**src/shared/pmon_defs.vh**
```
// register offsets, field positions, reset values and conversion timing for the power monitor
// assumes a 10 MHz system clock; included by bare name from the design files
`ifndef PMON_DEFS_VH
`define PMON_DEFS_VH

// register pointer values
`define OFS_DEVICE_CONFIG 8'h00
`define OFS_CONVERSION_SETUP 8'h01
`define OFS_SHUNT_SCALE 8'h02
`define OFS_SHUNT_RESULT 8'h04
`define OFS_BUS_RESULT 8'h05
`define OFS_TEMP_RESULT 8'h06

// device configuration fields
`define CFG_SOFT_RESET_BIT 15
`define CFG_RANGE_BIT 4
`define CFG_RESET 16'h0000

// conversion setup fields and reset
`define SETUP_MODE_HI 15
`define SETUP_MODE_LO 12
`define SETUP_BUS_CT_HI 11
`define SETUP_BUS_CT_LO 9
`define SETUP_SHUNT_CT_HI 8
`define SETUP_SHUNT_CT_LO 6
`define SETUP_TEMP_CT_HI 5
`define SETUP_TEMP_CT_LO 3
`define SETUP_AVG_HI 2
`define SETUP_AVG_LO 0
`define SETUP_RESET 16'hfb68

// shunt scale constant
`define SCALE_HI 14
`define SCALE_RESET 15'h1000

// temperature result: 12 bits at the top, low nibble zero
`define TEMP_LO 4

// conversion times in microseconds and clock rate in MHz
`define CLK_MHZ 10
`define CT0_US 50
`define CT1_US 84
`define CT2_US 150
`define CT3_US 280
`define CT4_US 540
`define CT5_US 1052
`define CT6_US 2074
`define CT7_US 4120

// i2c slave address default
`define I2C_ADDR 7'h40

`endif
```
**src/design/pmon_i2c_slave.v**
```verilog
// two-wire bus slave: address byte, register pointer byte, 16-bit words msb first
// assumes scl and sda inputs already synchronous to clk; sda is open drain
`timescale 1ns/1ps
`include "pmon_defs.vh"

module pmon_i2c_slave #(
	parameter [6:0] DEV_ADDR = `I2C_ADDR
) (
	input wire clk,
	input wire srst,
	input wire scl_in,
	input wire sda_in,
	output wire sda_out,
	output wire sda_oe,
	output reg [7:0] reg_ptr,
	output reg wr_en,
	output reg [15:0] wr_data,
	input wire [15:0] rd_data
);
	localparam ST_IDLE = 3'd0;
	localparam ST_ADDR = 3'd1;
	localparam ST_PTR = 3'd2;
	localparam ST_WDATA = 3'd3;
	localparam ST_RDATA = 3'd4;

	reg [2:0] state;
	reg scl_d;
	reg sda_d;
	reg [7:0] sh;
	reg [3:0] cnt;
	reg [15:0] tx;
	reg hi_done;
	reg rw;
	reg drive_low;
	wire start_c;
	wire stop_c;
	wire scl_rise;
	wire scl_fall;

	// bus conditions from previous and present pin levels
	assign start_c = scl_in & scl_d & sda_d & ~sda_in;
	assign stop_c = scl_in & scl_d & ~sda_d & sda_in;
	assign scl_rise = scl_in & ~scl_d;
	assign scl_fall = ~scl_in & scl_d;
	assign sda_out = 1'b0; // open drain, only ever pulls low
	assign sda_oe = drive_low;

	// byte engine; cnt 0..7 data bits, 8 byte complete, 9 acknowledge slot
	always @(posedge clk)
	begin
		wr_en <= 1'b0;
		if (srst)
		begin
			state <= ST_IDLE;
			scl_d <= 1'b1;
			sda_d <= 1'b1;
			sh <= 8'h00;
			cnt <= 4'h0;
			tx <= 16'h0000;
			hi_done <= 1'b0;
			rw <= 1'b0;
			drive_low <= 1'b0;
			reg_ptr <= 8'h00;
			wr_data <= 16'h0000;
		end
		else
		begin
			scl_d <= scl_in;
			sda_d <= sda_in;
			if (start_c)
			begin
				state <= ST_ADDR;
				cnt <= 4'h0;
				drive_low <= 1'b0;
			end
			else if (stop_c)
			begin
				state <= ST_IDLE;
				drive_low <= 1'b0;
			end
			else if (state == ST_RDATA)
			begin
				if (scl_rise && cnt < 4'd8)
					cnt <= cnt + 4'd1;
				else if (scl_rise && cnt == 4'd9 && sda_in)
				begin
					// master refused the byte: read ends
					state <= ST_IDLE;
				end
				else if (scl_fall && cnt < 4'd8)
				begin
					tx <= {tx[14:0], 1'b0};
					drive_low <= ~tx[14];
				end
				else if (scl_fall && cnt == 4'd8)
				begin
					tx <= {tx[14:0], 1'b0};
					drive_low <= 1'b0;
					cnt <= 4'd9;
				end
				else if (scl_fall && cnt == 4'd9)
				begin
					// after the low byte the word is fetched again for repeated reads
					cnt <= 4'h0;
					hi_done <= ~hi_done;
					if (hi_done)
					begin
						tx <= rd_data;
						drive_low <= ~rd_data[15];
					end
					else
						drive_low <= ~tx[15];
				end
			end
			else if (state != ST_IDLE)
			begin
				if (scl_rise && cnt < 4'd8)
				begin
					sh <= {sh[6:0], sda_in};
					cnt <= cnt + 4'd1;
				end
				else if (scl_fall && cnt == 4'd8)
				begin
					cnt <= 4'd9;
					drive_low <= 1'b1;
					case (state)
						ST_ADDR:
						begin
							rw <= sh[0];
							if (sh[7:1] != DEV_ADDR)
							begin
								state <= ST_IDLE;
								drive_low <= 1'b0;
							end
						end
						ST_PTR:
							reg_ptr <= sh;
						ST_WDATA:
						begin
							if (hi_done)
							begin
								wr_data <= {wr_data[15:8], sh};
								wr_en <= 1'b1;
							end
							else
								wr_data <= {sh, wr_data[7:0]};
						end
						default:
							state <= ST_IDLE;
					endcase
				end
				else if (scl_fall && cnt == 4'd9)
				begin
					cnt <= 4'h0;
					case (state)
						ST_ADDR:
						begin
							hi_done <= 1'b0;
							if (rw)
							begin
								state <= ST_RDATA;
								tx <= rd_data;
								drive_low <= ~rd_data[15];
							end
							else
							begin
								state <= ST_PTR;
								drive_low <= 1'b0;
							end
						end
						ST_PTR:
						begin
							state <= ST_WDATA;
							drive_low <= 1'b0;
						end
						default:
						begin
							hi_done <= ~hi_done;
							drive_low <= 1'b0;
						end
					endcase
				end
			end
		end
	end
endmodule

```
**src/design/power_monitor_adc_setup_results.v**
```verilog
// conversion setup, shunt scale constant and measurement result registers of a power monitor
// assumes sample inputs hold a settled converter code for the channel on adc_channel
`timescale 1ns/1ps
`include "pmon_defs.vh"

module power_monitor_adc_setup_results #(
	parameter [6:0] DEV_ADDR = `I2C_ADDR,
	parameter [15:0] CT5_CYC = `CT5_US * `CLK_MHZ,
	parameter [15:0] CT6_CYC = `CT6_US * `CLK_MHZ,
	parameter [15:0] CT7_CYC = `CT7_US * `CLK_MHZ
) (
	input wire clk,
	input wire srst,
	input wire scl_in,
	input wire sda_in,
	output wire sda_out,
	output wire sda_oe,
	input wire [15:0] adc_bus_sample,
	input wire [15:0] adc_shunt_sample,
	input wire [11:0] adc_temp_sample,
	output reg [1:0] adc_channel,
	output reg adc_converting,
	output reg sample_strobe,
	output reg results_updated,
	output reg shunt_range,
	output reg [14:0] shunt_scale
);
	localparam [15:0] CT0_CYC = `CT0_US * `CLK_MHZ;
	localparam [15:0] CT1_CYC = `CT1_US * `CLK_MHZ;
	localparam [15:0] CT2_CYC = `CT2_US * `CLK_MHZ;
	localparam [15:0] CT3_CYC = `CT3_US * `CLK_MHZ;
	localparam [15:0] CT4_CYC = `CT4_US * `CLK_MHZ;
	localparam ENG_IDLE = 1'b0;
	localparam ENG_CONV = 1'b1;
	localparam ACC_W = 26;
	localparam [15:0] CFG_INIT = `CFG_RESET;

	reg soft_rst;
	wire rst_all;
	reg [15:0] conversion_setup;
	reg [15:0] shunt_voltage_result;
	reg [15:0] bus_voltage_result;
	reg [15:0] die_temperature_result;
	reg [15:0] rd_data;
	wire [7:0] reg_ptr;
	wire wr_en;
	wire [15:0] wr_data;
	wire setup_wr;
	wire [3:0] op_mode;
	wire [2:0] chan_en;
	wire [2:0] shunt_conv_time;
	wire [2:0] temp_conv_time;
	wire [2:0] bus_conv_time;
	wire [2:0] sample_average_select;
	reg eng_state;
	reg single_pending;
	reg [15:0] timer;
	reg [10:0] rounds;
	reg [3:0] avg_shift;
	wire take;
	wire [47:0] samples;
	wire [47:0] avg_flat;
	wire [3*ACC_W-1:0] sum_flat;
	reg [2:0] next_sel;
	reg [2:0] first_sel;
	reg [2:0] ct_code;

	// register bus; only the pointer, a write pulse with its data word and the read word cross over
	pmon_i2c_slave #(
		.DEV_ADDR(DEV_ADDR)
	) u_bus (
		.clk(clk),
		.srst(srst),
		.scl_in(scl_in),
		.sda_in(sda_in),
		.sda_out(sda_out),
		.sda_oe(sda_oe),
		.reg_ptr(reg_ptr),
		.wr_en(wr_en),
		.wr_data(wr_data),
		.rd_data(rd_data)
	);

	// soft reset a cycle after the write; the bus slave is spared so the ack stands
	assign rst_all = srst | soft_rst;
	assign setup_wr = wr_en && reg_ptr == `OFS_CONVERSION_SETUP;

	// setup field views
	assign op_mode = conversion_setup[`SETUP_MODE_HI:`SETUP_MODE_LO];
	assign chan_en = op_mode[2:0]; // bit0 bus, bit1 shunt, bit2 temperature
	assign bus_conv_time = conversion_setup[`SETUP_BUS_CT_HI:`SETUP_BUS_CT_LO];
	assign shunt_conv_time = conversion_setup[`SETUP_SHUNT_CT_HI:`SETUP_SHUNT_CT_LO];
	assign temp_conv_time = conversion_setup[`SETUP_TEMP_CT_HI:`SETUP_TEMP_CT_LO];
	assign sample_average_select = conversion_setup[`SETUP_AVG_HI:`SETUP_AVG_LO];

	// writable registers; result offsets are absent so writes there fall away
	always @(posedge clk)
	begin
		if (rst_all)
		begin
			soft_rst <= 1'b0;
			shunt_range <= CFG_INIT[`CFG_RANGE_BIT];
			conversion_setup <= `SETUP_RESET;
			shunt_scale <= `SCALE_RESET;
		end
		else
		begin
			soft_rst <= 1'b0;
			if (wr_en)
			begin
				case (reg_ptr)
					`OFS_DEVICE_CONFIG:
					begin
						soft_rst <= wr_data[`CFG_SOFT_RESET_BIT];
						shunt_range <= wr_data[`CFG_RANGE_BIT];
					end
					`OFS_CONVERSION_SETUP:
						conversion_setup <= wr_data;
					`OFS_SHUNT_SCALE:
						shunt_scale <= wr_data[`SCALE_HI:0];
					default:
						soft_rst <= 1'b0;
				endcase
			end
		end
	end

	// read mux; unused offsets and reserved bits read zero
	always @*
	begin
		case (reg_ptr)
			`OFS_DEVICE_CONFIG:
				rd_data = {11'h000, shunt_range, 4'h0};
			`OFS_CONVERSION_SETUP:
				rd_data = conversion_setup;
			`OFS_SHUNT_SCALE:
				rd_data = {1'b0, shunt_scale};
			`OFS_SHUNT_RESULT:
				rd_data = shunt_voltage_result;
			`OFS_BUS_RESULT:
				rd_data = bus_voltage_result;
			`OFS_TEMP_RESULT:
				rd_data = die_temperature_result;
			default:
				rd_data = 16'h0000;
		endcase
	end

	// averaging code to divide shift; the sample count is one shifted by it
	always @*
	begin
		case (sample_average_select)
			3'd0: avg_shift = 4'd0;
			3'd1: avg_shift = 4'd2;
			3'd2: avg_shift = 4'd4;
			3'd3: avg_shift = 4'd6;
			3'd4: avg_shift = 4'd7;
			3'd5: avg_shift = 4'd8;
			3'd6: avg_shift = 4'd9;
			default: avg_shift = 4'd10;
		endcase
	end

	// conversion time code of the channel that is about to convert
	always @*
	begin
		case (next_sel[1:0])
			2'd0: ct_code = bus_conv_time;
			2'd1: ct_code = shunt_conv_time;
			default: ct_code = temp_conv_time;
		endcase
	end

	// code to cycles; long times are parameters so a bench can shorten them
	function [15:0] ct_cycles;
		input [2:0] code;
		begin
			case (code)
				3'd0: ct_cycles = CT0_CYC;
				3'd1: ct_cycles = CT1_CYC;
				3'd2: ct_cycles = CT2_CYC;
				3'd3: ct_cycles = CT3_CYC;
				3'd4: ct_cycles = CT4_CYC;
				3'd5: ct_cycles = CT5_CYC;
				3'd6: ct_cycles = CT6_CYC;
				default: ct_cycles = CT7_CYC;
			endcase
		end
	endfunction

	// next enabled channel after the current one, and the first enabled one;
	// bit 2 of each says whether such a channel exists
	always @*
	begin
		next_sel = 3'b000;
		first_sel = 3'b000;
		if (chan_en[0])
			first_sel = 3'b100;
		else if (chan_en[1])
			first_sel = 3'b101;
		else if (chan_en[2])
			first_sel = 3'b110;
		if (adc_channel == 2'd0 && chan_en[1])
			next_sel = 3'b101;
		else if (adc_channel != 2'd2 && chan_en[2])
			next_sel = 3'b110;
		if (eng_state == ENG_IDLE || !next_sel[2])
			next_sel = first_sel;
	end

	assign take = eng_state == ENG_CONV && timer == 16'd1;
	assign samples = {{4{adc_temp_sample[11]}}, adc_temp_sample, adc_shunt_sample,
		adc_bus_sample};

	// one signed accumulator per channel, each fed by the same round count
	genvar gi;
	generate
		for (gi = 0; gi < 3; gi = gi + 1)
		begin : g_acc
			reg signed [ACC_W-1:0] acc;
			wire signed [ACC_W-1:0] sext;
			wire [ACC_W-1:0] quot;
			assign sext = {{(ACC_W-16){samples[gi*16+15]}}, samples[gi*16 +: 16]};
			assign quot = sum_flat[gi*ACC_W +: ACC_W] >> avg_shift; // kept bits stop below top except at shift 10
			assign avg_flat[gi*16 +: 16] = quot[15:0];
			assign sum_flat[gi*ACC_W +: ACC_W] = (take && adc_channel == gi) ?
				acc + sext : acc;
			// cleared at each run start so every channel averages the same count
			always @(posedge clk)
			begin
				if (rst_all || setup_wr || (eng_state == ENG_IDLE))
					acc <= {ACC_W{1'b0}};
				else if (take && adc_channel == gi)
					acc <= acc + sext;
			end
		end
	endgenerate

	// conversion sequencer: one round visits each enabled channel once
	always @(posedge clk)
	begin
		sample_strobe <= 1'b0;
		results_updated <= 1'b0;
		if (rst_all)
		begin
			eng_state <= ENG_IDLE;
			single_pending <= 1'b0;
			timer <= 16'h0000;
			rounds <= 11'h000;
			adc_channel <= 2'd0;
			adc_converting <= 1'b0;
			shunt_voltage_result <= 16'h0000;
			bus_voltage_result <= 16'h0000;
			die_temperature_result <= 16'h0000;
		end
		else if (setup_wr)
		begin
			// a new setup abandons any run; a single-shot setup arms one run at once
			eng_state <= ENG_IDLE;
			adc_converting <= 1'b0;
			single_pending <= ~wr_data[`SETUP_MODE_HI];
		end
		else
		begin
			case (eng_state)
				ENG_IDLE:
				begin
					if (first_sel[2] && (op_mode[3] || single_pending))
					begin
						single_pending <= 1'b0;
						eng_state <= ENG_CONV;
						adc_converting <= 1'b1;
						adc_channel <= first_sel[1:0];
						timer <= ct_cycles(ct_code);
						rounds <= 11'h000;
					end
				end
				ENG_CONV:
				begin
					if (take)
					begin
						sample_strobe <= 1'b1;
						adc_channel <= next_sel[1:0];
						timer <= ct_cycles(ct_code);
						if (next_sel == first_sel)
						begin
							rounds <= rounds + 11'd1;
							if (rounds + 11'd1 == (11'd1 << avg_shift))
							begin
								// only a finished run reaches the results
								eng_state <= ENG_IDLE;
								adc_converting <= 1'b0;
								results_updated <= 1'b1;
								if (chan_en[0])
									bus_voltage_result <= avg_flat[15] ? 16'h0000 : avg_flat[15:0];
								if (chan_en[1])
									shunt_voltage_result <= avg_flat[31:16];
								if (chan_en[2])
									die_temperature_result <= {avg_flat[43:32], 4'h0};
							end
						end
					end
					else
						timer <= timer - 16'd1;
				end
				default:
					eng_state <= ENG_IDLE;
			endcase
		end
	end

	// shunt_scale leaves as a port: the current path takes its lsb weight from it
	// shunt weight follows shunt_range: 5 uV at 0, 1.25 uV at 1
	// results fill from reset too: the reset setup converts all three channels continuously
endmodule

```
**config.mk**
```make
export PLATFORM = sky130hd
export DESIGN_NAME = power_monitor_adc_setup_results
export DESIGN_NICKNAME = d
export VERILOG_FILES = /design/src/design/pmon_i2c_slave.v /design/src/design/power_monitor_adc_setup_results.v
export VERILOG_INCLUDE_DIRS = /design/src /design/src/shared
export SDC_FILE = /design/constraint.sdc
export NUM_CORES = 1
export LEC_CHECK = 0
export BUFFER_PORTS_ARGS = -buffer_cell sky130_fd_sc_hd__buf_2
export CAP_MARGIN = 20
export CORE_ASPECT_RATIO = 0.7
export CORE_MARGIN = 5
export CORE_UTILIZATION = 31
export CTS_CLUSTER_DIAMETER = 150
export DETAILED_ROUTE_END_ITERATION = 6
export SYNTH_ARGS = -nofsm -noshare
export SYNTH_HDL_FRONTEND = slang
export SYNTH_SLANG_ARGS = --single-unit
```
**constraint.sdc**
```tcl
create_clock -name clk -period 4.2 [get_ports clk]
set_input_delay 0.63 -clock clk [delete_from_list [all_inputs] [get_ports clk]]
set_output_delay 0.63 -clock clk [all_outputs]
set_load 0.01 [all_outputs]
```
Word-level counts from Yosys, hierarchy flattened:

Cells that the tools add are included.

* register bits: 250
* latch bits: 0
* bits in writable memories: 0
* ROM bits: 0
* input bits: 48
* output and inout bits: 23
* logic and storage cells: 291
* memories kept: 0

* $add $sub $neg: 6
* multipliers: 0
* div/mod/pow operators: 0
* order comparisons: 1
* eq/ne operators: 51
* shift operators: 4
* multiplexer cells: 100
* bitwise operators: 30
* reductions and logical operators: 67

Operator list (count)
* $mux 16: 15
* $pmux 16 s7: 1
* $pmux 16 s6: 1
* $mux 26: 3
* $add 26x16->26: 2
* $shr 26x4->16: 2
* $mux 3: 15
* $mux 1: 41
* $mux 11: 3
* $mux 4: 8
* $pmux 16 s2: 1
* $pmux 4 s7: 1
* $reduce_and 7->1: 4
* $add 26x12->26: 1
* $shr 26x4->12: 1
* $eq 8x3->1 const B: 3
* $not 1->1: 22
* $pmux 11 s2: 1
* $reduce_and 11->1: 2
* $eq 3x3->1 const B: 7
* $eq 3x2->1 const B: 6
* $pmux 3 s2: 3
* $reduce_and 6->1: 3
* $eq 16x1->1 const B: 1
* 49 further kinds: 112

Longest topological paths before layout:

* word-level depth: 13
* mapped depth: 17
* mapped depth without buffers: 14

By module:

From an unflattened synthesis, not the netlist that was laid out.

* cell total of the unflattened synthesis: 2369
* area, all modules: 18142.4 µm²

By module, submodules not included
* power_monitor_adc_setup_results: instances 1, cells an instance 2050, area each 15129.5 µm², seq. area each 3683.5 µm²
* pmon_i2c_slave: instances 1, cells an instance 319, area each 3012.9 µm², seq. area each 1221.2 µm²

Worst setup path before layout:

No wires, ideal clock.

* path kind: input to register
* start: in adc_shunt_sample[0]
* end: reg shunt_voltage_result[11]
* arrival time: 3.463 ns
* data required time: 4.066 ns
* path slack: 0.603 ns
* cell stages on the path: 13
* path buffers: 0
* cells stage by stage: ha_1 -> fa_1 -> a211oi_1 -> o211ai_1 -> nand4b_1 -> a21oi_1 -> or3_1 -> a31oi_2 -> a221oi_1 -> a211oi_1 -> a21oi_1 -> a221oi_1 -> a211oi_1

* cells in the longest elaborated chain, start to end: 3

Ends and longest elaborated chain
* from (decl): RTL line power_monitor_adc_setup_results.v:19 `input wire [15:0] adc_shunt_sample,`
* $add 26x16->26: RTL line power_monitor_adc_setup_results.v:227 `acc + sext : acc;`
* $mux 26
* $shr 26x4->16: RTL line power_monitor_adc_setup_results.v:224 `assign quot = sum_flat[gi*ACC_W +: ACC_W] >> avg_shift;`
* to (signal assigned): RTL line power_monitor_adc_setup_results.v:297 `shunt_voltage_result <= avg_flat[31:16];`
* to (decl): RTL line power_monitor_adc_setup_results.v:41 `reg [15:0] shunt_voltage_result;`

Every way passes these cells.
A chain may end at the register's enable or synchronous reset.

Worst setup path in the final report:

* start: reg timer[0]
* end: reg die_temperature_result[10]

* cells in the longest elaborated chain, start to end: 5
* elaborated cells on any way between the ends: 6

Ends and longest elaborated chain
* from (decl): RTL line power_monitor_adc_setup_results.v:57 `reg [15:0] timer;`
* from (signal assigned): RTL line power_monitor_adc_setup_results.v:274 `timer <= ct_cycles(ct_code);`
* from (signal assigned): RTL line power_monitor_adc_setup_results.v:284 `timer <= ct_cycles(ct_code);`
* from (signal assigned): RTL line power_monitor_adc_setup_results.v:304 `timer <= timer - 16'd1;`
* $eq 16x1->1 *: RTL line power_monitor_adc_setup_results.v:211 `assign take = eng_state == ENG_CONV && timer == 16'd1;`
* $logic_and 1x1->1 *: RTL line power_monitor_adc_setup_results.v:211
* $logic_and 1x1->1: RTL line power_monitor_adc_setup_results.v:226 `assign sum_flat[gi*ACC_W +: ACC_W] = (take && adc_channel == gi) ?`
* $mux 26
* $shr 26x4->12: RTL line power_monitor_adc_setup_results.v:224
* to (signal assigned): RTL line power_monitor_adc_setup_results.v:299 `die_temperature_result <= {avg_flat[43:32], 4'h0};`
* to (decl): RTL line power_monitor_adc_setup_results.v:43 `reg [15:0] die_temperature_result;`

Every way passes the cells marked *; elsewhere a longest branch is shown, timed or not.

==> impl_results.md <==
- Critical path launch point type: flip-flop
- Clock power share: 48.6%
- Syn Nets: 2500
- Synth area leaders: dfxtp_1 (28%), nor2_1 (7.5%), a21oi_1 (7.2%)
- Die height: 209 um
- Critical setup path kind: reg2reg
- Util after Layout: 36.0%
- Largest family of logic cells by synthesized area: compound AO/OA/AOI/OAI gates
- Core area: 0.0556 mm2
- Die Area: 0.0615 mm2
- Worst-case vdd ir drop: 295 uV
- Req. time, crit path: 4.64 ns
- WL final: 62.7 mm
- Switch Pwr: 1.41 mW
- CP Capture Point: die_temperature_result[10]$_SDFFE_PP0P_
- Critical-path maximum fanout: 10
- Final setup fails: 0
- GRT Max-Usage Layer: met1
- Number of global-route vias before repair: 17.3k
- Max-slew violations: 0
- Max Cap Viol: 0
- Row Count: 72
- Synthesized area: 0.0175 mm2
- Final period util: 96.9%
- Met3 GRT Util: 4.63%
- Sequential share of power: 43.5%
- GR Overflow Total: 0
- # DRC: 17
- Input/output buffers: 69
- First-pass GRT wire length: 97.9 mm
- Pwr per Cell Area: 273 mW/mm2
- Share of the synthesized area in the top cell type: 28.0%
- Switching Fraction: 25.8%
- Synth Area per Inst: 7.39 um2
- YS warnings: 0
- Leading area contributor after synthesis: dfxtp_1
- Layout fillers: 5815
- Asr flop ratio synth: 0%
- Max Root-Sink Buffers: 3
- FF-to-FF path depth: 13
- Total CTS buffers: 28
- Placed insts: 3128
- Share of layout cells above drive strength 1: 11.9%
- EDFF count, synth: 0
- Routability congestion estimate: 0.925
- Syn Inst Count: 2371
- Reg2reg start: timer[0]$_SDFFE_PP0P_
- GR Util met2: 27.7%
- Total Power: 5.46 mW
- Xor/xnor share of the synthesized area: 2.55%
- Multiplexer share of the synthesized area: 7.34%
- Root Buffer: clkbuf_16
- Post-layout min period: 4.07 ns
- FF-to-FF setup slack: 0.13 ns
- Run status: complete, but fails checks
- Synth Area in Compound Gates: 27.2%
- Clk Latency, worst-skew pair: 0.58 ns
- Initial Util: 31.5%
- Worst setup path start: timer[0]$_SDFFE_PP0P_
- Die W: 294 um
- Comb power frac: 7.8%
- Seq/Total Area, Yosys: 28.0%
- CTS tree: done
- DR pass1 iterations: 7
- Clock sink count: 245
- Clock skew: 0.0130 ns
- Slew headroom: 35.2%
- Vias: 18.4k
- Final Hold Fails: 0
- RSZ-0062 raised after global routing: false
- H-Tree Depth: 1
- Ys flop type: dfxtp_1
- Yosys cell types: 102
- Largest net degree at the start of global routing: 76
- 1st-iter DRT viols: 1891
- Met1 capacity usage during global routing: 28.9%
- Int Pwr: 4.05 mW
- Min-Delay Path Class: in2reg
- Post-route setup TNS: 0 ns
- Worst R2R End: die_temperature_result[10]$_SDFFE_PP0P_
- Initial antenna violation count: 1
- Simple-gate share of the synthesized area: 24.8%
- Vias per cell: 5.78
- Post-Layout Cell Count: 3183
- Maximum clock frequency: 0.246 GHz
- Failing checks: DRC
- Yosys reg bits: 245
- Total GRT Usage: 19.3%
- Hpwl dp: 46.2 mm
- Post-CTS setup buffers: 0
- Wire length per cell: 19.7 um
- Reg clk slew, reported paths: 0.06 ns
- Setup crit end kind: flip-flop
- Area grow syn2layout: 14.1%
- Data arrival, critical path: 4.52 ns
- Worst Max-Slew Pin Slew: 0.972 ns
- Post-DRT Antenna Nets: 0
- # nets final: 2549
- Static leakage: 7.90 nW
- Num ports: 71
- Post-Synth Adder-Cell Area: 5.91%
==> repair_timing <==
action	in CTS	in global routing
resized for setup	0	1
setup endpoints to repair	0	7
hold buffers	0	0
==> placed cells by master, fill, tap and decap left out, drive strengths merged, types with 14 or more instances in the layout <==
| master | instances |
|---|---|
| buf | 160 |
| nand4 | 15 |
| and3 | 21 |
| xnor2 | 31 |
| a211oi | 44 |
| nor2b | 30 |
| clkbuf | 33 |
| xor2 | 20 |
| o22ai | 30 |
| ha | 78 |
| a21o | 32 |
| nor2 | 352 |
| o21ai | 153 |
| dfxtp | 245 |
| inv | 51 |
| nand2 | 290 |
| nor4 | 17 |
| mux2 | 16 |
| a31oi | 30 |
| o211ai | 24 |
| nand2b | 16 |
| nand3 | 63 |
| nor3 | 43 |
| a222oi | 14 |
| o21a | 17 |
| or3 | 18 |
| mux2i | 106 |
| and2 | 23 |
| a21oi | 251 |
==> final cells by class <==
type / instances / area, um2 / area share [%]
multi-input cells: 1937 / 11900 / 59.5
flip-flops and latches: 245 / 4910 / 24.5
clock inverters: 19 / 231 / 1.16
diodes: 1 / 2.50 / 0.0125
repair buffers: 160 / 1090 / 5.46
well taps: 740 / 926 / 4.63
inverters: 48 / 180 / 0.901
clock buffers: 33 / 759 / 3.80
==> power by group through the flow <==
stage	clock network [mW]	logic, mW	registers (mW)
floorplan	0	0.302	2.41
global placement	0	0.410	2.43
detailed placement	0	0.419	2.43
CTS	2.71	0.421	2.37
global route	2.80	0.473	2.38
finish	2.65	0.427	2.38
==> registers in the layout (all words and copies together) (netlist names), 2 cells and up <==
signal / flops
u_bus.sh: 8
u_bus.cnt: 4
g_acc.acc: 74
u_bus.reg_ptr: 8
bus_voltage_result: 15
shunt_voltage_result: 16
conversion_setup: 16
u_bus.state: 3
u_bus.wr_data: 16
timer: 16
rounds: 11
adc_channel: 2
die_temperature_result: 12
shunt_scale: 15
u_bus.tx: 16
==> worst min-delay path by stage <==
stage / cells past startpoint / slack, ns / from / endpoint
after global routing: 2 / 0.36 / scl_in / u_bus.scl_d$_SDFF_PP1_
after CTS: 2 / 0.33 / scl_in / u_bus.scl_d$_SDFF_PP1_
final: 2 / 0.36 / scl_in / u_bus.scl_d$_SDFF_PP1_
after detailed placement: 2 / 0.45 / bus_voltage_result[9]$_SDFFE_PP0P_ / bus_voltage_result[9]$_SDFFE_PP0P_
after floorplan: 2 / 0.41 / shunt_voltage_result[10]$_SDFFE_PP0P_ / shunt_voltage_result[10]$_SDFFE_PP0P_
after global placement: 2 / 0.44 / die_temperature_result[13]$_SDFFE_PP0P_ / die_temperature_result[13]$_SDFFE_PP0P_
==> per-layer routing <==
metal	up-vias	wire [um]
met5	-	13
li1	8745	-
met1	8759	29400
met4	2	1690
met2	758	25700
met3	129	5880
==> cell usage after synthesis, drive strengths merged (7+ instances only) <==
master,number
nor2,352
nand2,290
a21oi,251
dfxtp,245
o21ai,153
clkbuf,117
mux2i,106
ha,78
nand3,63
inv,48
a211oi,44
nor3,43
a21o,32
xnor2,31
a31oi,30
nor2b,30
o22ai,30
buf,24
o211ai,24
and2,23
and3,21
xor2,20
or3,18
nor4,17
o21a,17
mux2,16
nand2b,16
nand4,15
a222oi,14
o31ai,13
a22oi,12
a221oi,11
o221ai,11
or2,11
nor3b,9
or4,9
a221o,8
a211o,7
a22o,7
nand3b,7
o21bai,7
==> critical path, cell delays in order (launching register included) <==
cell,delay (ns)
dfxtp_1,0.43
ha_1,0.19
nor4b_4,0.26
nand4_1,0.44
buf_4,0.37
buf_4,0.15
or2_2,0.40
and2_0,0.19
a31oi_1,0.50
mux2_2,0.30
o21ai_0,0.18
or2_2,0.34
o211ai_1,0.08
o21ai_0,0.10
==> logic make-up (layout without fill, tap and decap cells) <==
logic type / count (synthesis) / after routing
flip-flops: 245 / 245
XOR/XNOR: 51 / 51
adder cells (fa/ha/maj): 81 / 81
other: 1 / 2
buffers and inverters: 189 / 260
AO/OA/AOI/OAI: 739 / 739
AND/OR/NAND/NOR: 941 / 941
multiplexers: 124 / 124
==> through the flow <==
| step | worst slack (ns) | hold WS, ns | instance area, um2 |
|---|---|---|---|
| 2_1_floorplan | 0.603 | 0.415 | 17500 |
| 3_3_place_gp | 0.0352 | 0.442 | 19000 |
| 3_5_place_dp | 0.0531 | 0.447 | 19000 |
| 4_1_cts | 0.220 | 0.329 | 20000 |
| 5_1_grt | 0.0163 | 0.362 | 20000 |
| 6_report | 0.129 | 0.357 | 20000 |
No activity file was read; power rests on OpenSTA's default activity.
